--- config.mk ---
export PLATFORM = sky130hd
export DESIGN_NAME = t16h_ctrl
export DESIGN_NICKNAME = d
export VERILOG_FILES = /design/src/rtl/t16h_pkg.sv /design/src/rtl/t16h_dev_port.sv /design/src/rtl/t16h_ctrl.sv
export VERILOG_INCLUDE_DIRS = /design/src /design/src/rtl
export SDC_FILE = /design/constraint.sdc
export NUM_CORES = 1
export LEC_CHECK = 0
export BUFFER_PORTS_ARGS = -buffer_cell sky130_fd_sc_hd__buf_2
export CAP_MARGIN = 0
export CELL_PAD_IN_SITES_DETAIL_PLACEMENT = 1
export CELL_PAD_IN_SITES_GLOBAL_PLACEMENT = 2
export CORE_UTILIZATION = 34
export DETAILED_ROUTE_END_ITERATION = 8
export PLACE_DENSITY_LB_ADDON = 0.1
export RECOVER_POWER = 25
export SLEW_MARGIN = 15
export SYNTH_ARGS = -nofsm -noshare
export SYNTH_HDL_FRONTEND = slang
export SYNTH_SLANG_ARGS = --single-unit
--- constraint.sdc ---
create_clock -name sys_clk_i -period 4.5 [get_ports sys_clk_i]
set_input_delay 0.675 -clock sys_clk_i [delete_from_list [all_inputs] [get_ports sys_clk_i]]
set_output_delay 0.675 -clock sys_clk_i [all_outputs]
set_load 0.03 [all_outputs]
--- src/rtl/t16h_defs.svh ---
`ifndef T16H_DEFS_SVH
`define T16H_DEFS_SVH

// Avalon register byte offsets of the controller
`define T16H_OFS_CMD        6'h00
`define T16H_OFS_STATUS     6'h04
`define T16H_OFS_PERIOD     6'h08
`define T16H_OFS_WIDTH      6'h0C
`define T16H_OFS_PRESCALE   6'h10
`define T16H_OFS_OUTCTL     6'h14
`define T16H_OFS_CAPCTL     6'h18
`define T16H_OFS_MODECTL    6'h1C
`define T16H_OFS_PORTCFG    6'h20

// Device register addresses on the device access port
`define T16H_DEV_CAPCTL     16'hFF6A
`define T16H_DEV_OUTCTL     16'hFF6B
`define T16H_DEV_PRESCALE   16'hFF7F
`define T16H_DEV_PORTDIR    16'hFF25
`define T16H_DEV_PORTLAT    16'hFF05
`define T16H_DEV_CMP1       16'hFF12
`define T16H_DEV_CMP2       16'hFF14
`define T16H_DEV_MODECTL    16'hFF60

// Output control field positions
`define T16H_OC_ENABLE      0
`define T16H_OC_CLR         2
`define T16H_OC_SET         3
`define T16H_OC_INV2        4
`define T16H_OC_ONESHOT     5
`define T16H_OC_TRIG        6

// Prescaler field positions
`define T16H_PS_CLK_LO      0
`define T16H_PS_CLK_HI      1
`define T16H_PS_A_LO        4
`define T16H_PS_A_HI        5
`define T16H_PS_B_LO        6
`define T16H_PS_B_HI        7

// Mode and capture control fields that touch the first input pin
`define T16H_MC_CS_HI       3
`define T16H_MC_CS_LO       2
`define T16H_CC_TRIG_A      1
`define T16H_CC_CAP2        2

// Port bits of the shared and first input pins
`define T16H_PIN_SHARED     4
`define T16H_PIN_FIRST      3

// Reset values
`define T16H_RST_PRESCALE   8'h00
`define T16H_RST_PORTDIR    8'hFF
`define T16H_RST_ZERO8      8'h00
`define T16H_RST_ZERO16     16'h0000
`define T16H_MODE_STOP      8'h00

// Trigger spacing in main clocks: two count clocks of each divided source, the 10-bit maximum for the pin
`define T16H_GAP_DIV2       10'h004
`define T16H_GAP_DIV4       10'h008
`define T16H_GAP_DIV256     10'h200
`define T16H_GAP_EXT        10'h3FF

`endif

--- src/rtl/t16h_pkg.sv ---
package t16h_pkg;

  typedef enum logic [2:0] {
    T16H_CMD_NONE     = 3'b000,
    T16H_CMD_INTERVAL = 3'b001,
    T16H_CMD_PULSE    = 3'b010,
    T16H_CMD_STOP     = 3'b011,
    T16H_CMD_ONESHOT  = 3'b100,
    T16H_CMD_INPUTS   = 3'b101
  } t16h_cmd_t;

  typedef enum logic [1:0] {
    T16H_ST_IDLE = 2'b00,
    T16H_ST_ISSUE = 2'b01,
    T16H_ST_WAIT = 2'b10
  } t16h_state_t;

endpackage

--- src/rtl/t16h_dev_port.sv ---
`timescale 1ns/1ps
`default_nettype none
`include "t16h_defs.svh"

// Device access: address and data settle one cycle before the strobe
module t16h_dev_port
  import t16h_pkg::*;
(
  input  wire logic        sys_clk_i,
  input  wire logic        rst_i,
  input  wire logic        req_i,
  input  wire logic [15:0] addr_i,
  input  wire logic [15:0] data_i,
  output logic      [15:0] dev_addr_o,
  output logic      [15:0] dev_wdata_o,
  output logic             dev_wr_o,
  output logic             done_o
);

  logic pend_reg;

  always_ff @(posedge sys_clk_i or posedge rst_i) begin
    if (rst_i) begin
      dev_addr_o  <= `T16H_RST_ZERO16;
      dev_wdata_o <= `T16H_RST_ZERO16;
    end else if (req_i && !pend_reg) begin
      dev_addr_o  <= addr_i;
      dev_wdata_o <= data_i;
    end
  end

  always_ff @(posedge sys_clk_i or posedge rst_i) begin
    if (rst_i) begin
      pend_reg <= 1'b0;
      dev_wr_o <= 1'b0;
      done_o   <= 1'b0;
    end else begin
      pend_reg <= req_i && !pend_reg && !dev_wr_o;
      dev_wr_o <= pend_reg;
      done_o   <= dev_wr_o;
    end
  end

endmodule
`default_nettype wire

--- src/rtl/t16h_ctrl.sv ---
// Decided for this implementation: the register offsets and register access over Avalon-MM.
`timescale 1ns/1ps
`default_nettype none
`include "t16h_defs.svh"

// Summary of operation
// - Trigger only while one-shot mode selected.
// - Trigger writes spaced two count clocks.
// - Enable output before set bit, separately.
// - Output control changed only while stopped.
// - External count pulses exceed two clocks.
// - Stop counter before writing prescaler.
// - Pin clock excludes pin clear or capture.
// - Port bits set per output or input use.
// - No compare rewrite while counter runs.
// - Interval setup order: capture, compare, clock, mode.
// - Pulse setup order ends with mode start.
// - Width strictly below period.
module t16h_ctrl
  import t16h_pkg::*;
(
  input  wire logic        sys_clk_i,
  input  wire logic        rst_i,
  input  wire logic [5:0]  avs_address_i,
  input  wire logic        avs_read_i,
  input  wire logic        avs_write_i,
  input  wire logic [31:0] avs_writedata_i,
  output logic      [31:0] avs_readdata_o,
  output logic             avs_waitrequest_o,
  output logic      [15:0] dev_addr_o,
  output logic      [15:0] dev_wdata_o,
  output logic             dev_wr_o
);

  logic [15:0] period_reg;
  logic [15:0] width_reg;
  logic [7:0]  prescale_reg;
  logic [7:0]  outctl_reg;
  logic [7:0]  capctl_reg;
  logic [7:0]  modectl_reg;
  logic [7:0]  portdir_reg;
  logic [7:0]  portlat_reg;
  t16h_cmd_t   cmd_reg;
  t16h_state_t state_reg;
  logic [3:0]  step_reg;
  logic        running_reg;
  logic [2:0]  err_reg;
  logic [9:0]  gap_reg;
  logic        req_reg;
  logic        done;
  logic        wr_acc;
  logic [15:0] step_addr;
  logic [15:0] step_data;
  logic        step_last;

  // Trigger spacing: two periods of the chosen divided count clock, or the 10-bit maximum for the pin clock, in main clocks
  function automatic logic [9:0] gap_for(input logic [1:0] sel);
    unique case (sel)
      2'b00:   gap_for = `T16H_GAP_DIV2;
      2'b01:   gap_for = `T16H_GAP_DIV4;
      2'b10:   gap_for = `T16H_GAP_DIV256;
      2'b11:   gap_for = `T16H_GAP_EXT; // Pin pulses may be slow, take the longest
    endcase
  endfunction

  // Prohibited edge code 10 is refused rather than sent to the device
  function automatic logic edge_bad(input logic [7:0] ps);
    edge_bad = ({ps[`T16H_PS_B_HI], ps[`T16H_PS_B_LO]} == 2'b10) ||
               ({ps[`T16H_PS_A_HI], ps[`T16H_PS_A_LO]} == 2'b10);
  endfunction

  // Write sequences, one step per index: {last, address, data}
  function automatic logic [32:0] step_of(input t16h_cmd_t c, input logic [3:0] i);
    logic [7:0] oc_noset;
    oc_noset = outctl_reg & ~(8'h01 << `T16H_OC_SET) & ~(8'h01 << `T16H_OC_TRIG);
    step_of = {1'b1, `T16H_DEV_MODECTL, 8'h00, `T16H_MODE_STOP};
    unique case (c)
      T16H_CMD_INTERVAL: begin
        unique case (i)
          4'h0: step_of = {1'b0, `T16H_DEV_MODECTL, 8'h00, `T16H_MODE_STOP};
          4'h1: step_of = {1'b0, `T16H_DEV_CAPCTL, 8'h00, capctl_reg};
          4'h2: step_of = {1'b0, `T16H_DEV_CMP1, period_reg};
          4'h3: step_of = {1'b0, `T16H_DEV_PRESCALE, 8'h00, prescale_reg};
          default: step_of = {1'b1, `T16H_DEV_MODECTL, 8'h00, modectl_reg};
        endcase
      end
      T16H_CMD_PULSE: begin
        unique case (i)
          4'h0: step_of = {1'b0, `T16H_DEV_MODECTL, 8'h00, `T16H_MODE_STOP};
          4'h1: step_of = {1'b0, `T16H_DEV_PORTLAT, 8'h00,
                           portlat_reg & ~(8'h01 << `T16H_PIN_SHARED)};
          4'h2: step_of = {1'b0, `T16H_DEV_PORTDIR, 8'h00,
                           portdir_reg & ~(8'h01 << `T16H_PIN_SHARED)};
          4'h3: step_of = {1'b0, `T16H_DEV_CAPCTL, 8'h00, capctl_reg};
          4'h4: step_of = {1'b0, `T16H_DEV_CMP1, period_reg};
          4'h5: step_of = {1'b0, `T16H_DEV_CMP2, width_reg};
          4'h6: step_of = {1'b0, `T16H_DEV_OUTCTL, 8'h00, oc_noset};
          4'h7: step_of = {1'b0, `T16H_DEV_OUTCTL, 8'h00,
                           outctl_reg & ~(8'h01 << `T16H_OC_TRIG)};
          4'h8: step_of = {1'b0, `T16H_DEV_PRESCALE, 8'h00, prescale_reg};
          default: step_of = {1'b1, `T16H_DEV_MODECTL, 8'h00, modectl_reg};
        endcase
      end
      T16H_CMD_INPUTS: begin
        unique case (i)
          4'h0: step_of = {1'b0, `T16H_DEV_MODECTL, 8'h00, `T16H_MODE_STOP};
          4'h1: step_of = {1'b0, `T16H_DEV_PORTDIR, 8'h00, portdir_reg |
                           (8'h01 << `T16H_PIN_SHARED) |
                           (8'h01 << `T16H_PIN_FIRST)};
          default: step_of = {1'b1, `T16H_DEV_PRESCALE, 8'h00, prescale_reg};
        endcase
      end
      T16H_CMD_ONESHOT:
        step_of = {1'b1, `T16H_DEV_OUTCTL, 8'h00,
                   outctl_reg | (8'h01 << `T16H_OC_TRIG)};
      T16H_CMD_STOP:
        step_of = {1'b1, `T16H_DEV_MODECTL, 8'h00, `T16H_MODE_STOP};
      T16H_CMD_NONE:
        step_of = {1'b1, `T16H_DEV_MODECTL, 8'h00, `T16H_MODE_STOP};
      default:
        step_of = {1'b1, `T16H_DEV_MODECTL, 8'h00, `T16H_MODE_STOP};
    endcase
  endfunction

  // Pin as count clock must not also clear, start or capture
  function automatic logic pin_conflict(input logic [7:0] ps, input logic [7:0] mc,
                                        input logic [7:0] cc);
    pin_conflict = ({ps[`T16H_PS_CLK_HI], ps[`T16H_PS_CLK_LO]} == 2'b11) &&
                   (({mc[`T16H_MC_CS_HI], mc[`T16H_MC_CS_LO]} == 2'b10) ||
                    cc[`T16H_CC_TRIG_A] || cc[`T16H_CC_CAP2]);
  endfunction

  assign wr_acc    = avs_write_i && !avs_waitrequest_o;

  always_comb begin
    logic [32:0] s;
    s = step_of(cmd_reg, step_reg);
    step_last = s[32];
    step_addr = s[31:16];
    step_data = s[15:0];
  end

  // One wait cycle per access, then the answer for exactly one cycle
  always_ff @(posedge sys_clk_i or posedge rst_i) begin
    if (rst_i) begin
      avs_waitrequest_o <= 1'b1;
    end else begin
      avs_waitrequest_o <= !((avs_read_i || avs_write_i) && avs_waitrequest_o);
    end
  end

  always_ff @(posedge sys_clk_i or posedge rst_i) begin
    if (rst_i) begin
      avs_readdata_o <= 32'h00000000;
    end else if ((avs_read_i || avs_write_i) && avs_waitrequest_o) begin
      unique case (avs_address_i)
        `T16H_OFS_STATUS:   avs_readdata_o <= {25'h0000000, err_reg, running_reg,
                                               gap_reg != 10'h000, state_reg};
        `T16H_OFS_PERIOD:   avs_readdata_o <= {16'h0000, period_reg};
        `T16H_OFS_WIDTH:    avs_readdata_o <= {16'h0000, width_reg};
        `T16H_OFS_PRESCALE: avs_readdata_o <= {24'h000000, prescale_reg};
        `T16H_OFS_OUTCTL:   avs_readdata_o <= {24'h000000, outctl_reg};
        `T16H_OFS_CAPCTL:   avs_readdata_o <= {24'h000000, capctl_reg};
        `T16H_OFS_MODECTL:  avs_readdata_o <= {24'h000000, modectl_reg};
        `T16H_OFS_PORTCFG:  avs_readdata_o <= {16'h0000, portlat_reg, portdir_reg};
        default:            avs_readdata_o <= 32'h00000000;
      endcase
    end
  end

  // Shadow copies: sequences read these, so edits mid-sequence are dropped
  always_ff @(posedge sys_clk_i or posedge rst_i) begin
    if (rst_i) begin
      period_reg   <= `T16H_RST_ZERO16;
      width_reg    <= `T16H_RST_ZERO16;
      prescale_reg <= `T16H_RST_PRESCALE;
      outctl_reg   <= `T16H_RST_ZERO8;
      capctl_reg   <= `T16H_RST_ZERO8;
      modectl_reg  <= `T16H_RST_ZERO8;
      portdir_reg  <= `T16H_RST_PORTDIR;
      portlat_reg  <= `T16H_RST_ZERO8;
    end else if (wr_acc && state_reg == T16H_ST_IDLE) begin
      unique case (avs_address_i)
        `T16H_OFS_PERIOD:   period_reg   <= avs_writedata_i[15:0];
        `T16H_OFS_WIDTH:    width_reg    <= avs_writedata_i[15:0];
        `T16H_OFS_PRESCALE: prescale_reg <= avs_writedata_i[7:0];
        `T16H_OFS_OUTCTL:   outctl_reg   <= avs_writedata_i[7:0];
        `T16H_OFS_CAPCTL:   capctl_reg   <= avs_writedata_i[7:0];
        `T16H_OFS_MODECTL:  modectl_reg  <= avs_writedata_i[7:0];
        `T16H_OFS_PORTCFG: begin
          portdir_reg <= avs_writedata_i[7:0];
          portlat_reg <= avs_writedata_i[15:8];
        end
        default: ;
      endcase
    end
  end

  // Command acceptance and write sequencing
  always_ff @(posedge sys_clk_i or posedge rst_i) begin
    if (rst_i) begin
      state_reg <= T16H_ST_IDLE;
      cmd_reg   <= T16H_CMD_NONE;
      step_reg  <= 4'h0;
      req_reg   <= 1'b0;
      err_reg   <= 3'b000;
    end else begin
      unique case (state_reg)
        T16H_ST_IDLE: begin
          if (wr_acc && avs_address_i == `T16H_OFS_CMD) begin
            err_reg <= 3'b000;
            if (avs_writedata_i[2:0] == T16H_CMD_ONESHOT &&
                !outctl_reg[`T16H_OC_ONESHOT]) begin
              err_reg <= 3'b001;
            end else if (avs_writedata_i[2:0] == T16H_CMD_ONESHOT &&
                         gap_reg != 10'h000) begin
              err_reg <= 3'b010;
            end else if (avs_writedata_i[2:0] == T16H_CMD_PULSE &&
                         width_reg >= period_reg) begin
              err_reg <= 3'b011;
            end else if ((avs_writedata_i[2:0] == T16H_CMD_INTERVAL ||
                          avs_writedata_i[2:0] == T16H_CMD_PULSE ||
                          avs_writedata_i[2:0] == T16H_CMD_INPUTS) &&
                         edge_bad(prescale_reg)) begin
              err_reg <= 3'b100;
            end else if ((avs_writedata_i[2:0] == T16H_CMD_INTERVAL ||
                          avs_writedata_i[2:0] == T16H_CMD_PULSE) &&
                         pin_conflict(prescale_reg, modectl_reg, capctl_reg)) begin
              err_reg <= 3'b101;
            end else if (avs_writedata_i[2:0] >= 3'b001 &&
                         avs_writedata_i[2:0] <= 3'b101) begin
              cmd_reg   <= t16h_cmd_t'(avs_writedata_i[2:0]);
              step_reg  <= 4'h0;
              state_reg <= T16H_ST_ISSUE;
            end else begin
              err_reg <= 3'b110;
            end
          end
        end
        T16H_ST_ISSUE: begin
          req_reg   <= 1'b1;
          state_reg <= T16H_ST_WAIT;
        end
        T16H_ST_WAIT: begin
          req_reg <= 1'b0;
          if (done) begin
            if (step_last) begin
              state_reg <= T16H_ST_IDLE;
            end else begin
              step_reg  <= step_reg + 4'h1;
              state_reg <= T16H_ST_ISSUE;
            end
          end
        end
        default: state_reg <= T16H_ST_IDLE;
      endcase
    end
  end

  // Running as far as the host has commanded the device
  always_ff @(posedge sys_clk_i or posedge rst_i) begin
    if (rst_i) begin
      running_reg <= 1'b0;
    end else if (state_reg == T16H_ST_WAIT && done) begin
      if (step_addr == `T16H_DEV_MODECTL) begin
        running_reg <= step_data[7:0] != `T16H_MODE_STOP;
      end
    end
  end

  // Spacing between successive software triggers
  always_ff @(posedge sys_clk_i or posedge rst_i) begin
    if (rst_i) begin
      gap_reg <= 10'h000;
    end else if (state_reg == T16H_ST_WAIT && done && cmd_reg == T16H_CMD_ONESHOT) begin
      gap_reg <= gap_for({prescale_reg[`T16H_PS_CLK_HI],
                          prescale_reg[`T16H_PS_CLK_LO]});
    end else if (gap_reg != 10'h000) begin
      gap_reg <= gap_reg - 10'h001;
    end
  end

  t16h_dev_port u_dev_port (
    .sys_clk_i   (sys_clk_i),
    .rst_i       (rst_i),
    .req_i       (req_reg),
    .addr_i      (step_addr),
    .data_i      (step_data),
    .dev_addr_o  (dev_addr_o),
    .dev_wdata_o (dev_wdata_o),
    .dev_wr_o    (dev_wr_o),
    .done_o      (done)
  );

endmodule
`default_nettype wire

==> results.sh <==
export IMPL_status="finished with violations"
export IMPL_violations="capacitance limit, slew limit"
export IMPL_grt_use_total_pct=23.7
export IMPL_first_global_vias=7631
export IMPL_finalCritPeriodShare_pct=72.0
export IMPL_post_route_min_period_ps=3240
export IMPL_cts_root_buffer="clkbuf_16"
export IMPL_antenna_cells=0
export IMPL_ctsResizeCount=0
export IMPL_synth_cells=885
export IMPL_ys_seq_area_share_pct=43.1
export IMPL_finalHoldViolations=0
export IMPL_synth_edf_count=0
export IMPL_cts_tree="yes"
export IMPL_hold_class="flop to flop"
export IMPL_cts_setup_buffers=0
export IMPL_power_mw=3.90
export IMPL_cp_required_ps=4820
export IMPL_cts_hold_buf=0
export IMPL_worst_r2r_endpoint="running_reg$_DFFE_PP0P_"
export IMPL_min_to="u_dev_port.dev_wr_o$_DFF_PP0_"
export IMPL_peakVddDrop_mv=0.251
export IMPL_place_congestion=0.864
export IMPL_syn_to_final_growth_pct=13.8
export IMPL_detail_route_antenna_nets=0
export IMPL_startpoint_type="flop"
export IMPL_synthFlopType="dfrtp_1"
export IMPL_dieArea_um2=26000
export IMPL_ff2ff_path_depth=10
export IMPL_vias=7341
export IMPL_hold_path_depth=0
export IMPL_yosysMostFrequentCell="dfrtp_1"
export IMPL_tightest_slew_ps=1740
export IMPL_fp_dieH_um=161
export IMPL_drc_errors=0
export IMPL_cts_path_max_buffers=2
export IMPL_r2r_slack_ps=1260
export IMPL_crit_type="flop to flop"
export IMPL_cts_buffers=17
export IMPL_critPathMaxFanout=11
export IMPL_synth_top_cells_by_count="139 x dfrtp_1, 102 x o21ai_0, 100 x nand2_1"
export IMPL_dieWidth_um=161
export IMPL_r2r_start="step_reg[0]$_DFFE_PP0P_"
export IMPL_setup_worst_path_start="step_reg[0]$_DFFE_PP0P_"
export IMPL_grt_overflow_total=0
export IMPL_synthArstFlopShare_pct=100
export IMPL_h_tree_depth=4
export IMPL_synth_seq_cells=148
export IMPL_syn_area_um2=8620
export IMPL_setup_viol=0
export IMPL_worst_setup_path_end_kind="flop"
export IMPL_p_per_area_nw_per_um2=398
export IMPL_antenna_found_initial=0
export IMPL_dpl_hpwl_um=21700
export IMPL_synth_warnings=0
export IMPL_drtIter0Drc=599
export IMPL_worstHoldStart="u_dev_port.pend_reg$_DFF_PP0_"
export IMPL_grt_max_degree=121
export IMPL_nNetsFinal=1007
export IMPL_synth_cell_types=80
export IMPL_vias_per_cell=5.77
export IMPL_grt_pass1_wl_um=46900
export IMPL_initial_core_util_pct=35.0
export IMPL_slew_headroom_pct=-15.9
export IMPL_num_rows=57
export IMPL_drv_cap=1
export IMPL_synth_top_area_cell="dfrtp_1"
export IMPL_dr_pass1_iters=5
export IMPL_yosysTopAreaCellShare_pct=40.3
export IMPL_maxSlewViolCount=121
export IMPL_finalWirelength_um=30100
export IMPL_cts_sinks=148
export IMPL_fmax_mhz=308
export IMPL_post_route_util_pct=39.9
export IMPL_filler_cell_count=2835
export IMPL_wl_per_cell_um=23.7
export IMPL_port_buffers=74
export IMPL_crit_arrival_ps=3560
export IMPL_p_leak_nw=4.53
export IMPL_design_core_area_um2=24600
export IMPL_syn_area_per_cell_um2=9.74
export IMPL_drive_above_1_share_pct=25.6
export IMPL_synth_area_leaders="dfrtp_1 40%, mux2_2 9.7%, o21ai_0 5.9%, nand2_1 4.4%, ha_1 4.2%"
export IMPL_io_pins=108
export IMPL_clk_insertion_delay_late_ps=440
export IMPL_final_setup_skew_ps=11.9
export IMPL_rsz0062_at_grt="no"
export IMPL_path_clk_slew_ps=70
export IMPL_timing_setup_tns_ps=0
per-stage QoR:
| step | worst slack, ps | cell area (um2) | hold WS (ps) | instances |
|---|---|---|---|---|
| final | 1260 | 9810 | 372 | 1273 |
| after global placement | 1320 | 9230 | 355 | 1241 |
| after detailed placement | 1280 | 9230 | 361 | 1241 |
| after CTS | 1270 | 9830 | 360 | 1273 |
| after global routing | 1020 | 9810 | 382 | 1273 |
| after floorplan | 1970 | 8690 | 346 | 901 |
cell usage in the layout, fill, tap and decap left out, types with 5 or more instances in the layout:
cell type  netlist  layout
nor3_1          15      15
buf_2            4      74
clkbuf_16        0      17
inv_1           36      35
nor2b_1         11      11
o21ai_0        102     102
o211ai_1         7       7
a222oi_1        20      20
a21oi_1         34      34
dfrtp_1        139     139
nand4_1          7       7
and3_1           5       5
a22oi_1         29      29
buf_4           25      20
nand2b_1        11      11
inv_8            0       6
nand3_1         25      25
nand2_1        100     100
a221oi_1         8       8
mux2_2          74      74
mux4_2           8       8
a211oi_1         9       9
dfstp_2          9       9
ha_1            29      29
nor4_1           5       5
a31oi_1          5       5
conb_1           1      17
nor2_1          35      35
power breakdown:
group | internal, mW | switching, mW
logic | 0.280 | 0.491
clock network | 0.807 | 0.671
registers | 1.48 | 0.171
how the worst max path moves through the flow:
stage / end / slack [ps] / cells after the start
floorplan: avs_readdata_o[0]$_DFFE_PP0P_ / 1970 / 1
global placement: running_reg$_DFFE_PP0P_ / 1320 / 10
detailed placement: running_reg$_DFFE_PP0P_ / 1280 / 10
CTS: running_reg$_DFFE_PP0P_ / 1270 / 10
global route: running_reg$_DFFE_PP0P_ / 1020 / 10
finish: running_reg$_DFFE_PP0P_ / 1260 / 10
area by class of cell:
class	instances	area [um2]	share of cell area, %
Clock buffer	18	439	4.48
Clock inverter	14	158	1.61
Inverter	36	136	1.39
Multi-Input combinational cell	636	4420	45.1
Sequential cell	148	3710	37.9
Tap cell	324	405	4.13
Timing Repair Buffer	97	536	5.46
critical path: stages, from the launching register on:
cell and delay (ps):
dfrtp_1 420, inv_1 120, ha_1 370, buf_4 260, nor4_1 480, a21o_1 380, nor2_4 110, a211oi_1 330
nand2_1 100, nor3_1 190, mux2_2 360
per-layer routing:
metal  part of all wire [%]  vias to the layer above  global-route usage, %  wire [um]
li1                       -                     3322                      -          -
met1                     48                     3791                   33.9      14300
met2                     47                      204                   37.6      14100
met3                    4.1                       24                   2.85       1240
met4                    1.6                        0                   7.33        495
met5                      0                        -                      0          0
cell families after synthesis:
group                    synth area share (%)
adder cells (fa/ha/maj)                  4.21
buffers and inverters                    6.36
XOR/XNOR                                0.711
AND/OR/NAND/NOR                          14.0
flip-flops                               43.1
AO/OA/AOI/OAI                            19.6
other                                  0.0435
multiplexers                             12.0
Note: power is estimated with default switching activity, not from simulation.
